<file path="config.mk">
export PLATFORM = sky130hd
export DESIGN_NAME = gpio_ports
export DESIGN_NICKNAME = d
export VERILOG_FILES = /design/src/hw/gpio_pkg.sv /design/src/hw/gpio_ports.sv
export SDC_FILE = /design/constraint.sdc
export NUM_CORES = 1
export LEC_CHECK = 0
export BUFFER_PORTS_ARGS = -buffer_cell sky130_fd_sc_hd__buf_2
export CAP_MARGIN = 15
export CORE_ASPECT_RATIO = 0.6
export CORE_MARGIN = 2
export CORE_UTILIZATION = 32
export CTS_CLUSTER_SIZE = 10
export DETAILED_ROUTE_END_ITERATION = 10
export PLACE_DENSITY = 0.57
export RECOVER_POWER = 50
export SETUP_SLACK_MARGIN = 0.3
export SYNTH_ARGS = -nofsm -noshare
export SYNTH_HDL_FRONTEND = slang
export SYNTH_SLANG_ARGS = --single-unit
</file>
<file path="constraint.sdc">
create_clock -name aclk -period 2.7 [get_ports aclk]
set_clock_uncertainty 0.2 [all_clocks]
set_input_delay 0.54 -clock aclk [delete_from_list [all_inputs] [get_ports aclk]]
set_output_delay 0.54 -clock aclk [all_outputs]
set_load 0.005 [all_outputs]
</file>
<file path="src/hw/gpio_pkg.sv">
// package: register map, reset values and carriers for the gpio block
package gpio_pkg;
  localparam int NPIN = 19;
  localparam int NIRQ = 16;
  localparam int AW = 8;
  // ************************************************
  // register offsets (byte addresses)
  // ************************************************
  localparam logic [7:0] A_IN = 8'h00;
  localparam logic [7:0] A_OUT = 8'h04;
  localparam logic [7:0] A_DIR = 8'h08;
  localparam logic [7:0] A_PEN = 8'h0C;
  localparam logic [7:0] A_PSEL = 8'h10;
  localparam logic [7:0] A_EDGE = 8'h14;
  localparam logic [7:0] A_IE = 8'h18;
  localparam logic [7:0] A_STAT = 8'h1C;
  localparam logic [7:0] A_CLR = 8'h20;
  localparam logic [7:0] A_LOCK = 8'h24;
  // ************************************************
  // field masks and reset values
  // ************************************************
  localparam logic [31:0] PIN_MASK = 32'h0007FFFF;
  localparam logic [31:0] IRQ_MASK = 32'h0000FFFF;
  localparam int LOCK_BIT = 0;
  localparam logic RST_LOCK = 1'b1;
  localparam logic [18:0] RST_PINS = 19'h00000;
  localparam logic [15:0] RST_IRQ = 16'h0000;
  localparam logic [1:0] RESP_OKAY = 2'h0;
  localparam logic [1:0] RESP_SLVERR = 2'h2;
  // ************************************************
  // carriers
  // ************************************************
  typedef struct packed {
    logic [18:0] out;
    logic [18:0] oe;
    logic [18:0] pull_en;
    logic [18:0] pull_up;
    logic [18:0] in_en;
  } pad_t;
  typedef struct packed {
    logic [18:0] out;
    logic [18:0] dir;
    logic [18:0] pen;
    logic [18:0] psel;
    logic [15:0] edge_sel;
    logic [15:0] ie;
  } cfg_t;
endpackage

</file>
<file path="src/hw/gpio_ports.sv">
// gpio ports: two 8-bit groups and one 3-bit group behind an axi4-lite slave
//
// Behaviour
// - two 8-bit port groups plus a third group of three bits
// - every pin configured on its own, no shared settings
// - any mix of input, output and interrupt per bit of groups one and two
// - per-pin pull resistor, selectable up or down
// - groups one and two raise edge interrupts; group three none
// - group one and two events wake the device from deep sleep
// - registers take reads, writes and read-modify-write sequences
// - registers reached bytewise or as a 16-bit pair of groups
// - after reset pins high-impedance, input trigger off, no cross current
// - software configures first, then clears lock; i/o stays off until then
//
// Design decisions made here: the AXI4-Lite register port and the address map.
`timescale 1ns/10ps
module gpio_ports
  import gpio_pkg::*;
#(
  parameter int G3_BITS = 3
) (
  // clock and reset
  input wire logic aclk,
  input wire logic aresetn,
  // axi4-lite write address and data
  input wire logic [AW-1:0] awaddr,
  input wire logic awvalid,
  output logic awready,
  input wire logic [31:0] wdata,
  input wire logic [3:0] wstrb,
  input wire logic wvalid,
  output logic wready,
  // axi4-lite write response
  output logic [1:0] bresp,
  output logic bvalid,
  input wire logic bready,
  // axi4-lite read
  input wire logic [AW-1:0] araddr,
  input wire logic arvalid,
  output logic arready,
  output logic [31:0] rdata,
  output logic [1:0] rresp,
  output logic rvalid,
  input wire logic rready,
  // pins
  input wire logic [NPIN-1:0] pin_in,
  output pad_t pads,
  // system
  input wire logic deep_sleep,
  output logic irq,
  output logic wake_req
);
  // ************************************************
  // elaboration checks
  // ************************************************
  if (G3_BITS != NPIN - 16) begin : g_bad
    $error("G3_BITS must match the pin count");
  end

  function automatic logic [31:0] merge(input logic [31:0] old, input logic [31:0] d,
                                        input logic [3:0] s, input logic [31:0] m);
    logic [31:0] r;
    r = old;
    for (int i = 0; i < 4; i++) begin
      if (s[i]) begin
        r[i*8 +: 8] = d[i*8 +: 8];
      end
    end
    return r & m;
  endfunction

  function automatic logic mapped(input logic [AW-1:0] a);
    return a <= A_LOCK && a[1:0] == 2'h0;
  endfunction

  // ************************************************
  // state
  // ************************************************
  cfg_t cfg, next_cfg;
  logic lock, next_lock;
  logic [15:0] flag, next_flag;
  logic [18:0] in_q, in_prev, next_in_q;
  logic [18:0] en_q, en_prev;
  logic [15:0] ev;
  pad_t next_pads;
  logic next_irq, next_wake;
  logic aw_have, w_have, next_aw_have, next_w_have;
  logic [AW-1:0] aw_addr, next_aw_addr;
  logic [31:0] w_data, next_w_data;
  logic [3:0] w_strb, next_w_strb;
  logic do_write;
  logic [AW-1:0] wr_addr;
  logic [31:0] wr_data;
  logic [3:0] wr_strb;
  logic next_awready, next_wready, next_bvalid, next_arready, next_rvalid;
  logic [1:0] next_bresp, next_rresp;
  logic [31:0] next_rdata;

  // ************************************************
  // next-state logic
  // ************************************************
  always_comb begin
    next_aw_have = aw_have;
    next_w_have = w_have;
    next_aw_addr = aw_addr;
    next_w_data = w_data;
    next_w_strb = w_strb;
    // channels taken in either order, held until both are present
    if (awvalid && awready) begin
      next_aw_have = 1'b1;
      next_aw_addr = awaddr;
    end
    if (wvalid && wready) begin
      next_w_have = 1'b1;
      next_w_data = wdata;
      next_w_strb = wstrb;
    end
    wr_addr = next_aw_addr;
    wr_data = next_w_data;
    wr_strb = next_w_strb;
    do_write = next_aw_have && next_w_have && !bvalid;
    next_bvalid = bvalid && !bready;
    next_bresp = bresp;
    next_cfg = cfg;
    next_lock = lock;
    next_flag = flag;
    if (do_write) begin
      next_aw_have = 1'b0;
      next_w_have = 1'b0;
      next_bvalid = 1'b1;
      next_bresp = mapped(wr_addr) ? RESP_OKAY : RESP_SLVERR;
      // stored even while locked; pads pick them up on release
      case (wr_addr)
        A_OUT: next_cfg.out = 19'(merge(32'(cfg.out), wr_data, wr_strb, PIN_MASK));
        A_DIR: next_cfg.dir = 19'(merge(32'(cfg.dir), wr_data, wr_strb, PIN_MASK));
        A_PEN: next_cfg.pen = 19'(merge(32'(cfg.pen), wr_data, wr_strb, PIN_MASK));
        A_PSEL: next_cfg.psel = 19'(merge(32'(cfg.psel), wr_data, wr_strb, PIN_MASK));
        A_EDGE: next_cfg.edge_sel = 16'(merge(32'(cfg.edge_sel), wr_data, wr_strb, IRQ_MASK));
        A_IE: next_cfg.ie = 16'(merge(32'(cfg.ie), wr_data, wr_strb, IRQ_MASK));
        A_CLR: next_flag = flag & ~16'(merge(32'h0, wr_data, wr_strb, IRQ_MASK));
        A_LOCK: begin
          // only reset sets the lock; software may only release it
          if (wr_strb[0] && !wr_data[LOCK_BIT]) begin
            next_lock = 1'b0;
          end
        end
        default: ;
      endcase
    end
    // a new edge wins over a clear in the same cycle
    next_flag = next_flag | ev;
    next_awready = !next_aw_have && !next_bvalid;
    next_wready = !next_w_have && !next_bvalid;

    next_rvalid = rvalid && !rready;
    next_rdata = rdata;
    next_rresp = rresp;
    if (arvalid && arready) begin
      next_rvalid = 1'b1;
      next_rresp = mapped(araddr) ? RESP_OKAY : RESP_SLVERR;
      case (araddr)
        A_IN: next_rdata = 32'(in_q);
        A_OUT: next_rdata = 32'(cfg.out);
        A_DIR: next_rdata = 32'(cfg.dir);
        A_PEN: next_rdata = 32'(cfg.pen);
        A_PSEL: next_rdata = 32'(cfg.psel);
        A_EDGE: next_rdata = 32'(cfg.edge_sel);
        A_IE: next_rdata = 32'(cfg.ie);
        A_STAT: next_rdata = 32'(flag);
        A_LOCK: next_rdata = 32'(lock);
        default: next_rdata = 32'h00000000;
      endcase
    end
    next_arready = !next_rvalid;
  end

  // ************************************************
  // pins and events
  // ************************************************
  always_comb begin
    // edges only on groups one and two, never while locked
    // both samples taken with the trigger on, so switching it on is no edge
    for (int i = 0; i < NIRQ; i++) begin
      ev[i] = !lock && en_q[i] && en_prev[i] &&
              (cfg.edge_sel[i] ? (in_prev[i] && !in_q[i]) : (!in_prev[i] && in_q[i]));
    end
    // trigger off reads as zero, so no input toggles while locked
    next_in_q = pin_in & pads.in_en;
    // all pads idle while locked: no drive, no pulls, no trigger
    next_pads = '0;
    if (!next_lock) begin
      next_pads.out = next_cfg.out;
      next_pads.oe = next_cfg.dir;
      next_pads.pull_en = next_cfg.pen & ~next_cfg.dir;
      next_pads.pull_up = next_cfg.psel & next_cfg.pen & ~next_cfg.dir;
      // trigger on for outputs too: they read back and may interrupt
      next_pads.in_en = '1;
    end
    next_irq = |(next_flag & next_cfg.ie);
    next_wake = deep_sleep && next_irq;
  end

  // ************************************************
  // registers
  // ************************************************
  always_ff @(posedge aclk) begin
    if (!aresetn) begin
      cfg <= '{RST_PINS, RST_PINS, RST_PINS, RST_PINS, RST_IRQ, RST_IRQ};
      lock <= RST_LOCK;
      flag <= RST_IRQ;
      in_q <= RST_PINS;
      in_prev <= RST_PINS;
      en_q <= RST_PINS;
      en_prev <= RST_PINS;
      pads <= '0;
      irq <= 1'b0;
      wake_req <= 1'b0;
      aw_have <= 1'b0;
      w_have <= 1'b0;
      aw_addr <= '0;
      w_data <= 32'h00000000;
      w_strb <= 4'h0;
      awready <= 1'b0;
      wready <= 1'b0;
      bvalid <= 1'b0;
      bresp <= RESP_OKAY;
      arready <= 1'b0;
      rvalid <= 1'b0;
      rdata <= 32'h00000000;
      rresp <= RESP_OKAY;
    end else begin
      cfg <= next_cfg;
      lock <= next_lock;
      flag <= next_flag;
      in_q <= next_in_q;
      in_prev <= in_q;
      en_q <= pads.in_en;
      en_prev <= en_q;
      pads <= next_pads;
      irq <= next_irq;
      wake_req <= next_wake;
      aw_have <= next_aw_have;
      w_have <= next_w_have;
      aw_addr <= next_aw_addr;
      w_data <= next_w_data;
      w_strb <= next_w_strb;
      awready <= next_awready;
      wready <= next_wready;
      bvalid <= next_bvalid;
      bresp <= next_bresp;
      arready <= next_arready;
      rvalid <= next_rvalid;
      rdata <= next_rdata;
      rresp <= next_rresp;
    end
  end

  // ************************************************
  // assertions
  // ************************************************
  property p_lock_hiz;
    @(posedge aclk) disable iff (!aresetn)
    lock |-> (pads.oe == '0 && pads.in_en == '0 && pads.pull_en == '0);
  endproperty
  a_lock_hiz: assert property (p_lock_hiz) else $error("pads active while locked");

  property p_lock_stays;
    @(posedge aclk) disable iff (!aresetn)
    !lock |=> !lock;
  endproperty
  a_lock_stays: assert property (p_lock_stays) else $error("lock set again");

  property p_apply;
    @(posedge aclk) disable iff (!aresetn)
    !lock |-> (pads.oe == cfg.dir && pads.out == cfg.out);
  endproperty
  a_apply: assert property (p_apply) else $error("pads differ from config");

  property p_pull;
    @(posedge aclk) disable iff (!aresetn)
    !lock |-> (pads.pull_en == (cfg.pen & ~cfg.dir)) && ((pads.pull_up & ~pads.pull_en) == '0);
  endproperty
  a_pull: assert property (p_pull) else $error("pull setting wrong");

  property p_rise;
    @(posedge aclk) disable iff (!aresetn)
    (en_q[0] && en_prev[0] && in_q[0] && !in_prev[0] && !cfg.edge_sel[0]) |=> flag[0];
  endproperty
  a_rise: assert property (p_rise) else $error("rising edge lost");

  property p_irq;
    @(posedge aclk) disable iff (!aresetn)
    irq == |(flag & cfg.ie);
  endproperty
  a_irq: assert property (p_irq) else $error("irq not from enabled flags");

  property p_wake;
    @(posedge aclk) disable iff (!aresetn)
    ($past(deep_sleep) && irq) |-> wake_req;
  endproperty
  a_wake: assert property (p_wake) else $error("no wake in deep sleep");

  property p_bresp;
    @(posedge aclk) disable iff (!aresetn)
    do_write |=> bvalid ##0 (!awready && !wready);
  endproperty
  a_bresp: assert property (p_bresp) else $error("write not answered");

  property p_byte;
    @(posedge aclk) disable iff (!aresetn)
    (do_write && wr_addr == A_OUT && wr_strb == 4'h1) |=>
      (cfg.out[18:8] == $past(cfg.out[18:8]) && cfg.out[7:0] == $past(wr_data[7:0]));
  endproperty
  a_byte: assert property (p_byte) else $error("byte write disturbed other lanes");
endmodule

</file>
==> results.sh, run 1 <==
export IMPL_final_nets=1757
export IMPL_ys_flop_type="dfxtp_1"
export IMPL_antenna_found_initial=2
export IMPL_seqCellArea_mm2=0.00599
export IMPL_hold_viol_final=0
export IMPL_cp_slowest_cell="a2111oi_2"
export IMPL_gp_congestion=0.903
export IMPL_finalMaxSlewViolations=0
export IMPL_cpMostUsedCell="buf_4"
export IMPL_grt_max_degree=47
export IMPL_grt_use_total_pct=23.5
export IMPL_clockBufferDepth=3
export IMPL_whs_path_depth=2
export IMPL_vias_per_cell=5.19
export IMPL_reg2reg_slack_ns=-0.09
export IMPL_synth_distinct_cells=65
export IMPL_numCtsBuffers=36
export IMPL_io_buffers=187
export IMPL_maxCapViolations=0
export IMPL_hp_class="in2reg"
export IMPL_drt_first_pass_iters=6
export IMPL_max_stage_delay_ns=0.41
export IMPL_async_reset_ff_share_pct=0
export IMPL_clkLatencyLatePin_ns=0.53
export IMPL_fmax_mhz=359
export IMPL_fin_crit_ns=2.79
export IMPL_synth_yosys_seq_area_share_pct=50.4
export IMPL_die_y_um=153
export IMPL_worstSetupPathType="reg2reg"
export IMPL_vdd_ir_drop_max_mv=0.353
export IMPL_start_util_pct=32.6
export IMPL_synth_cells=1273
export IMPL_power_leakage_nw=7.03
export IMPL_design_area_mm2=0.0172
export IMPL_final_setup_tns_ns=-0.166
export IMPL_crit_fanout=7
export IMPL_cts_sinks=299
export IMPL_areaGrowthSynthToFinish_pct=45.3
export IMPL_worstPathArrival_ns=3.01
export IMPL_status="complete, but fails checks"
export IMPL_startpoint_type="flip-flop"
export IMPL_powerDensity_mw_per_mm2=547
export IMPL_nFillCells=3517
export IMPL_finalWorstSetupSlack_ns=-0.0855
export IMPL_cts_tree="done"
export IMPL_syn_area_mm2=0.0119
export IMPL_rows=54
export IMPL_yosys_warnings=0
export IMPL_ys_seq_elements=299
export IMPL_synth_edff_count=0
export IMPL_rsz0062_at_grt="true"
export IMPL_wl_per_cell_um=21.3
export IMPL_timing_slew_headroom_pct=28.0
export IMPL_die_w_um=253
export IMPL_worst_pin_slew_ns=1.08
export IMPL_avgSynthCellArea_um2=9.32
export IMPL_place_worst_setup_slack_ns=-0.604
export IMPL_grt_pass1_vias=10900
export IMPL_grt_overflow=0
export IMPL_drive_above_1_share_pct=35.4
export IMPL_multi_input_area_mm2=0.00630
export IMPL_crit_required_ns=2.92
export IMPL_violations="negative setup slack"
export IMPL_ant_nets=0
export IMPL_cp_cell_sequence="nor4_4 -> buf_4 -> a32o_2 -> nand4_2 -> buf_6 -> mux2i_2 -> a21oi_1 -> a2111oi_2 -> buf_4 -> nand4_1 -> and3_1"
export IMPL_clk_pin_slew_ns=0.06
export IMPL_placed_area_mm2=0.0149
export IMPL_cts_htree_levels=2
export IMPL_drt_total_wl_um=46100
export IMPL_place_hpwl_um=32100
export IMPL_grt_pass1_wl_um=68300
export IMPL_die_area_mm2=0.0387
export IMPL_reg2reg_depth=11
export IMPL_io_pins=217
export IMPL_critPathCaptureType="flip-flop"
export IMPL_core_area_mm2=0.0364
export IMPL_fin_crit_sh_pct=103
export IMPL_vias=11200
export IMPL_drtIter0Drc=972
export IMPL_drcViolationCount=0
export IMPL_setup_viol=4
export IMPL_cts_root_buf="clkbuf_16"
## cells in the mapped netlist (3+ instances only)
cell type | n | area share [%]
a22oi_1 | 84 | 5.3
o31ai_1 | 5 | 0.32
a221oi_1 | 9 | 0.66
o21ai_0 | 41 | 1.7
a21o_1 | 10 | 0.63
nor3_1 | 15 | 0.63
a22o_1 | 17 | 1.3
buf_2 | 8 | 0.34
nor3b_1 | 18 | 1.1
nand4_1 | 9 | 0.47
o21a_1 | 3 | 0.19
nor4_1 | 7 | 0.37
nor2b_1 | 101 | 5.3
inv_1 | 19 | 0.60
and2_1 | 77 | 4.1
dfxtp_1 | 299 | 50
o21ai_1 | 5 | 0.21
and3_1 | 36 | 1.9
o211a_1 | 7 | 0.59
a21oi_1 | 43 | 1.8
buf_1 | 5 | 0.16
buf_4 | 35 | 2.2
a21boi_0 | 28 | 1.8
and3b_1 | 6 | 0.44
a222oi_1 | 16 | 1.3
nand3_1 | 21 | 0.89
nor2_1 | 61 | 1.9
a2111oi_0 | 3 | 0.22
nand2_1 | 159 | 5.0
mux2i_1 | 27 | 2.3
o211ai_1 | 6 | 0.38
clkbuf_1 | 50 | 1.6
nand3b_1 | 4 | 0.25
## through the flow
step	cells	utilization (%)	hold slack, ns	total power, mW
2_1_floorplan	1287	-	0.219	4.85
3_3_place_gp	2072	40.9	0.242	5.17
3_5_place_dp	2072	40.9	0.241	5.18
4_1_cts	2145	46.2	0.0216	9.48
5_1_grt	2160	47.3	0.0389	9.78
6_report	2161	47.3	0.0437	9.44
## cell families (layout without fill, tap and decap cells)
| kind of cell | after synthesis | in the layout | synth area share [%] |
|---|---|---|---|
| AO/OA/AOI/OAI | 294 | 295 | 17.9 |
| buffers and inverters | 119 | 513 | 5.08 |
| flip-flops | 299 | 299 | 50.4 |
| multiplexers | 28 | 28 | 2.37 |
| other | 1 | 18 | 0.0316 |
| AND/OR/NAND/NOR | 532 | 532 | 24.1 |
## routing by layer
metal	GRT usage (%)	vias up	wire length [µm]
li1	-	5272	-
met3	4.50	68	3680
met4	5.80	2	813
met1	35.1	5455	22000
met2	34.3	429	19600
met5	1.37	-	55
## registers in the layout, summed over array words and instances (netlist names), 8 cells and up
name	cells
aw_addr	8
cfg	108
flag	16
in_prev	16
in_q	19
pads	77
rdata	19
w_data	19
## final timing paths
check / start / to
setup / recovery: aw_addr[1]$_SDFF_PN0_ / wake_req$_SDFF_PN0_
hold / removal: pin_in[12] / in_q[12]$_SDFF_PN0_
setup reg to reg: aw_addr[1]$_SDFF_PN0_ / wake_req$_SDFF_PN0_
hold reg to reg: en_q[14]$_SDFF_PN0_ / en_prev[14]$_SDFF_PN0_
## layout by cell type (no fill, tap or decap), types with 15 or more instances in the layout
cell and n:
and2_1 57, o21ai_0 26, a22oi_1 61, inv_1 18
nand3_1 20, conb_1 15, buf_6 21, clkbuf_16 37
a21oi_1 32, clkbuf_1 68, buf_12 23, dfxtp_1 297
a22o_1 16, mux2i_1 17, a22oi_2 23, nor3b_1 15
and3_1 23, nand2_1 150, a222oi_1 16, a21boi_0 26
buf_2 128, nor2_1 46, nor2b_1 86, buf_4 200
## critical path: cells and delay by family (launching register included)
family,cells,cell delay [ns]
AO/OA/AOI/OAI,3,0.74
buffers and inverters,3,0.54
flip-flops,1,0.33
multiplexers,1,0.21
AND/OR/NAND/NOR,4,0.68
## what timing repair did
action,in CTS,in global routing
pin swaps,20,20
hold buffers,0,0
endpoints found under the setup margin,178,145
gates cloned,6,2
resized for setup,146,102
buffers inserted,25,11
## power breakdown
| group | leakage (nW) | internal (mW) | total [mW] | switching (mW) |
|---|---|---|---|---|
| combinational | 4.16 | 0.329 | 0.724 | 0.395 |
| clock | 0.464 | 2.43 | 4.24 | 1.81 |
| sequential | 2.41 | 4.45 | 4.48 | 0.0290 |
## final cells by class
cell class              count  share of cell area (%)
multi-input cells         870                    36.5
flip-flops and latches    299                    34.8
repair buffers            452                    19.3
clock buffers              40                    5.44
well taps                 476                    3.45
inverters                  19                   0.414
clock inverters             2                  0.0726
diodes                      3                  0.0435
Power figures use the tool's default switching activity.
==> run 2, diff against run 1 <==
--- a/config.mk
+++ b/config.mk
@@ -12,7 +12,7 @@
 export CORE_UTILIZATION = 32
 export CTS_CLUSTER_SIZE = 10
 export DETAILED_ROUTE_END_ITERATION = 10
-export PLACE_DENSITY = 0.57
+export PLACE_DENSITY = 0.55
 export RECOVER_POWER = 50
 export SETUP_SLACK_MARGIN = 0.3
 export SYNTH_ARGS = -nofsm -noshare
==> constraint.sdc (replaced) <==
create_clock -name aclk -period 3.2 [get_ports aclk]
set_clock_uncertainty 0.2 [all_clocks]
set_input_delay 0.64 -clock aclk [delete_from_list [all_inputs] [get_ports aclk]]
set_output_delay 0.64 -clock aclk [all_outputs]
set_load 0.005 [all_outputs]
==> run 2 against run 1 <==
Compared with the run above:
- the run ends with max-capacitance violations, max-slew violations left
- sequential cell count unchanged
- cell count down 5.9%
- combinational power down 36%
- cell area down 12%
- via count down 6.6%
- critical path type unchanged
- power down 16%
- global-route usage down 2.5 points
- highest routed layer is now met4
==> results.sh, run 2 (synthesis gave the netlist of run 1 again) <==
export IMPL_clk_pin_slew_ns=0.05
export IMPL_nFillCells=3609
export IMPL_placed_area_mm2=0.0140
export IMPL_r2r_start="awready$_SDFF_PN0_"
export IMPL_fin_crit_sh_pct=90.2
export IMPL_crit_required_ns=3.41
export IMPL_timing_slew_headroom_pct=-3.20
export IMPL_die_w_um=253
export IMPL_grt_overflow=0
export IMPL_layout_commonest_cell="dfxtp_1"
export IMPL_status="complete, but fails checks"
export IMPL_grt_max_degree=45
export IMPL_fin_crit_ns=2.89
export IMPL_die_y_um=153
export IMPL_post_route_util_pct=41.6
export IMPL_design_area_mm2=0.0151
export IMPL_areaGrowthSynthToFinish_pct=27.7
export IMPL_powerDensity_mw_per_mm2=523
export IMPL_vdd_ir_drop_max_mv=0.279
export IMPL_cts_htree_levels=2
export IMPL_antenna_found_initial=1
export IMPL_clockBufferDepth=3
export IMPL_min_from="pin_in[13]"
export IMPL_grt_use_total_pct=21.0
export IMPL_reg_top3="cfg: 108 flops, pads: 77 flops"
export IMPL_grt_pass1_wl_um=61800
export IMPL_cts_sinks=299
export IMPL_drive_above_1_share_pct=21.7
export IMPL_worstSetupPathType="reg2reg"
export IMPL_ant_nets=0
export IMPL_worst_pin_slew_ns=1.55
export IMPL_power_leakage_nw=6.19
export IMPL_io_buffers=187
export IMPL_startpoint_type="flip-flop"
export IMPL_r2r_end="wake_req$_SDFF_PN0_"
export IMPL_setup_viol=0
export IMPL_drt_first_pass_iters=7
export IMPL_vias=10500
export IMPL_clkLatencyLatePin_ns=0.53
export IMPL_place_hpwl_um=30100
export IMPL_drt_total_wl_um=41400
export IMPL_startpoint="awready$_SDFF_PN0_"
export IMPL_numCtsBuffers=36
export IMPL_core_area_mm2=0.0364
export IMPL_critPathCaptureType="flip-flop"
export IMPL_gp_congestion=0.904
export IMPL_violations="max-capacitance violations, max-slew violations"
export IMPL_final_cell_mix="dfxtp_1, nand2_1, buf_2, buf_4, nor2b_1"
export IMPL_grt_pass1_vias=10000
export IMPL_maxCapViolations=1
export IMPL_io_pins=217
export IMPL_fmax_mhz=346
export IMPL_final_nets=1629
export IMPL_cts_tree="done"
export IMPL_hp_class="in2reg"
export IMPL_crit_fanout=8
export IMPL_hold_viol_final=0
export IMPL_rows=54
export IMPL_cts_root_buf="clkbuf_16"
export IMPL_rsz0062_at_grt="true"
export IMPL_reg2reg_slack_ns=0.31
export IMPL_worstPathArrival_ns=3.10
export IMPL_cp_endpoint="wake_req$_SDFF_PN0_"
export IMPL_reg2reg_depth=10
export IMPL_start_util_pct=32.6
export IMPL_largest_register="cfg"
export IMPL_drcViolationCount=0
export IMPL_finalMaxSlewViolations=33
export IMPL_die_area_mm2=0.0387
export IMPL_wl_per_cell_um=20.4
export IMPL_vias_per_cell=5.15
export IMPL_largest_reg_flops=108
export IMPL_drtIter0Drc=903
## run 2: cell count changes in the layout (fill, tap and decap cells not counted), sizes merged
cell,before,now
a211o,2,1
buf,383,251
bufbuf,1,0
bufinv,0,1
clkbuf,108,117
clkinv,1,0
clkinvlp,1,0
diode,3,2
## run 2: per-layer routing
metal	track usage [%]	part of all wire [%]
met2	31.9	43
met1	30.7	48
met4	4.23	1.7
met5	0	0
met3	4.27	7.7
## run 2: through the flow
| stage | TNS, ns | total power [mW] | hold WS (ns) | instances | worst slack [ns] |
|---|---|---|---|---|---|
| after CTS | 0 | 8.00 | 0.131 | 2027 | 0.309 |
| after detailed placement | -0.500 | 4.29 | 0.251 | 1978 | -0.242 |
| after floorplan | 0 | 4.08 | 0.219 | 1287 | 0.353 |
| after global routing | 0 | 8.18 | 0.142 | 2032 | 0.144 |
| final | 0 | 7.92 | 0.150 | 2034 | 0.312 |
| after global placement | -0.511 | 4.29 | 0.239 | 1978 | -0.267 |
## run 2: critical path, cell delays in order (launching register included)
cell and delay, ns:
dfxtp_1 0.48, and2_4 0.26, o21ai_1 0.18, and2_2 0.30
buf_4 0.17, a22o_1 0.23, a21boi_1 0.16, a2111oi_4 0.35
buf_4 0.16, nand4_1 0.12, and3_1 0.18
## run 2: cell type report
type,count,area [µm²],area share [%]
clock buffers,43,958,6.33
well taps,476,596,3.93
multi-input cells,869,5540,36.5
diodes,2,5.00,0.0330
clock inverters,1,30.0,0.198
flip-flops and latches,299,5990,39.5
repair buffers,325,1970,13.0
inverters,19,71.3,0.471
## run 2: how the worst min path moves through the flow
stage,cells after the start,slack (ns),to
floorplan,1,0.22,wready$_SDFF_PN0_
global placement,1,0.24,en_prev[14]$_SDFF_PN0_
detailed placement,1,0.25,en_prev[14]$_SDFF_PN0_
CTS,2,0.13,in_q[14]$_SDFF_PN0_
global route,2,0.14,in_q[13]$_SDFF_PN0_
finish,2,0.15,in_q[13]$_SDFF_PN0_
## run 2: power breakdown
| part | switching [mW] | total (mW) | internal (mW) | leakage, nW |
|---|---|---|---|---|
| Clock | 1.52 | 3.68 | 2.16 | 0.483 |
| Sequential | 0.0229 | 3.78 | 3.75 | 2.41 |
| Combinational | 0.274 | 0.463 | 0.188 | 3.29 |
## run 2: timing repair
item / in CTS / in global routing
endpoints found under the hold margin: 0 / 0
endpoints found under the setup margin: 2 / 9
buffers inserted: 5 / 5
hold buffers: 0 / 0
gates resized for setup: 16 / 29
pin swaps: 4 / 12
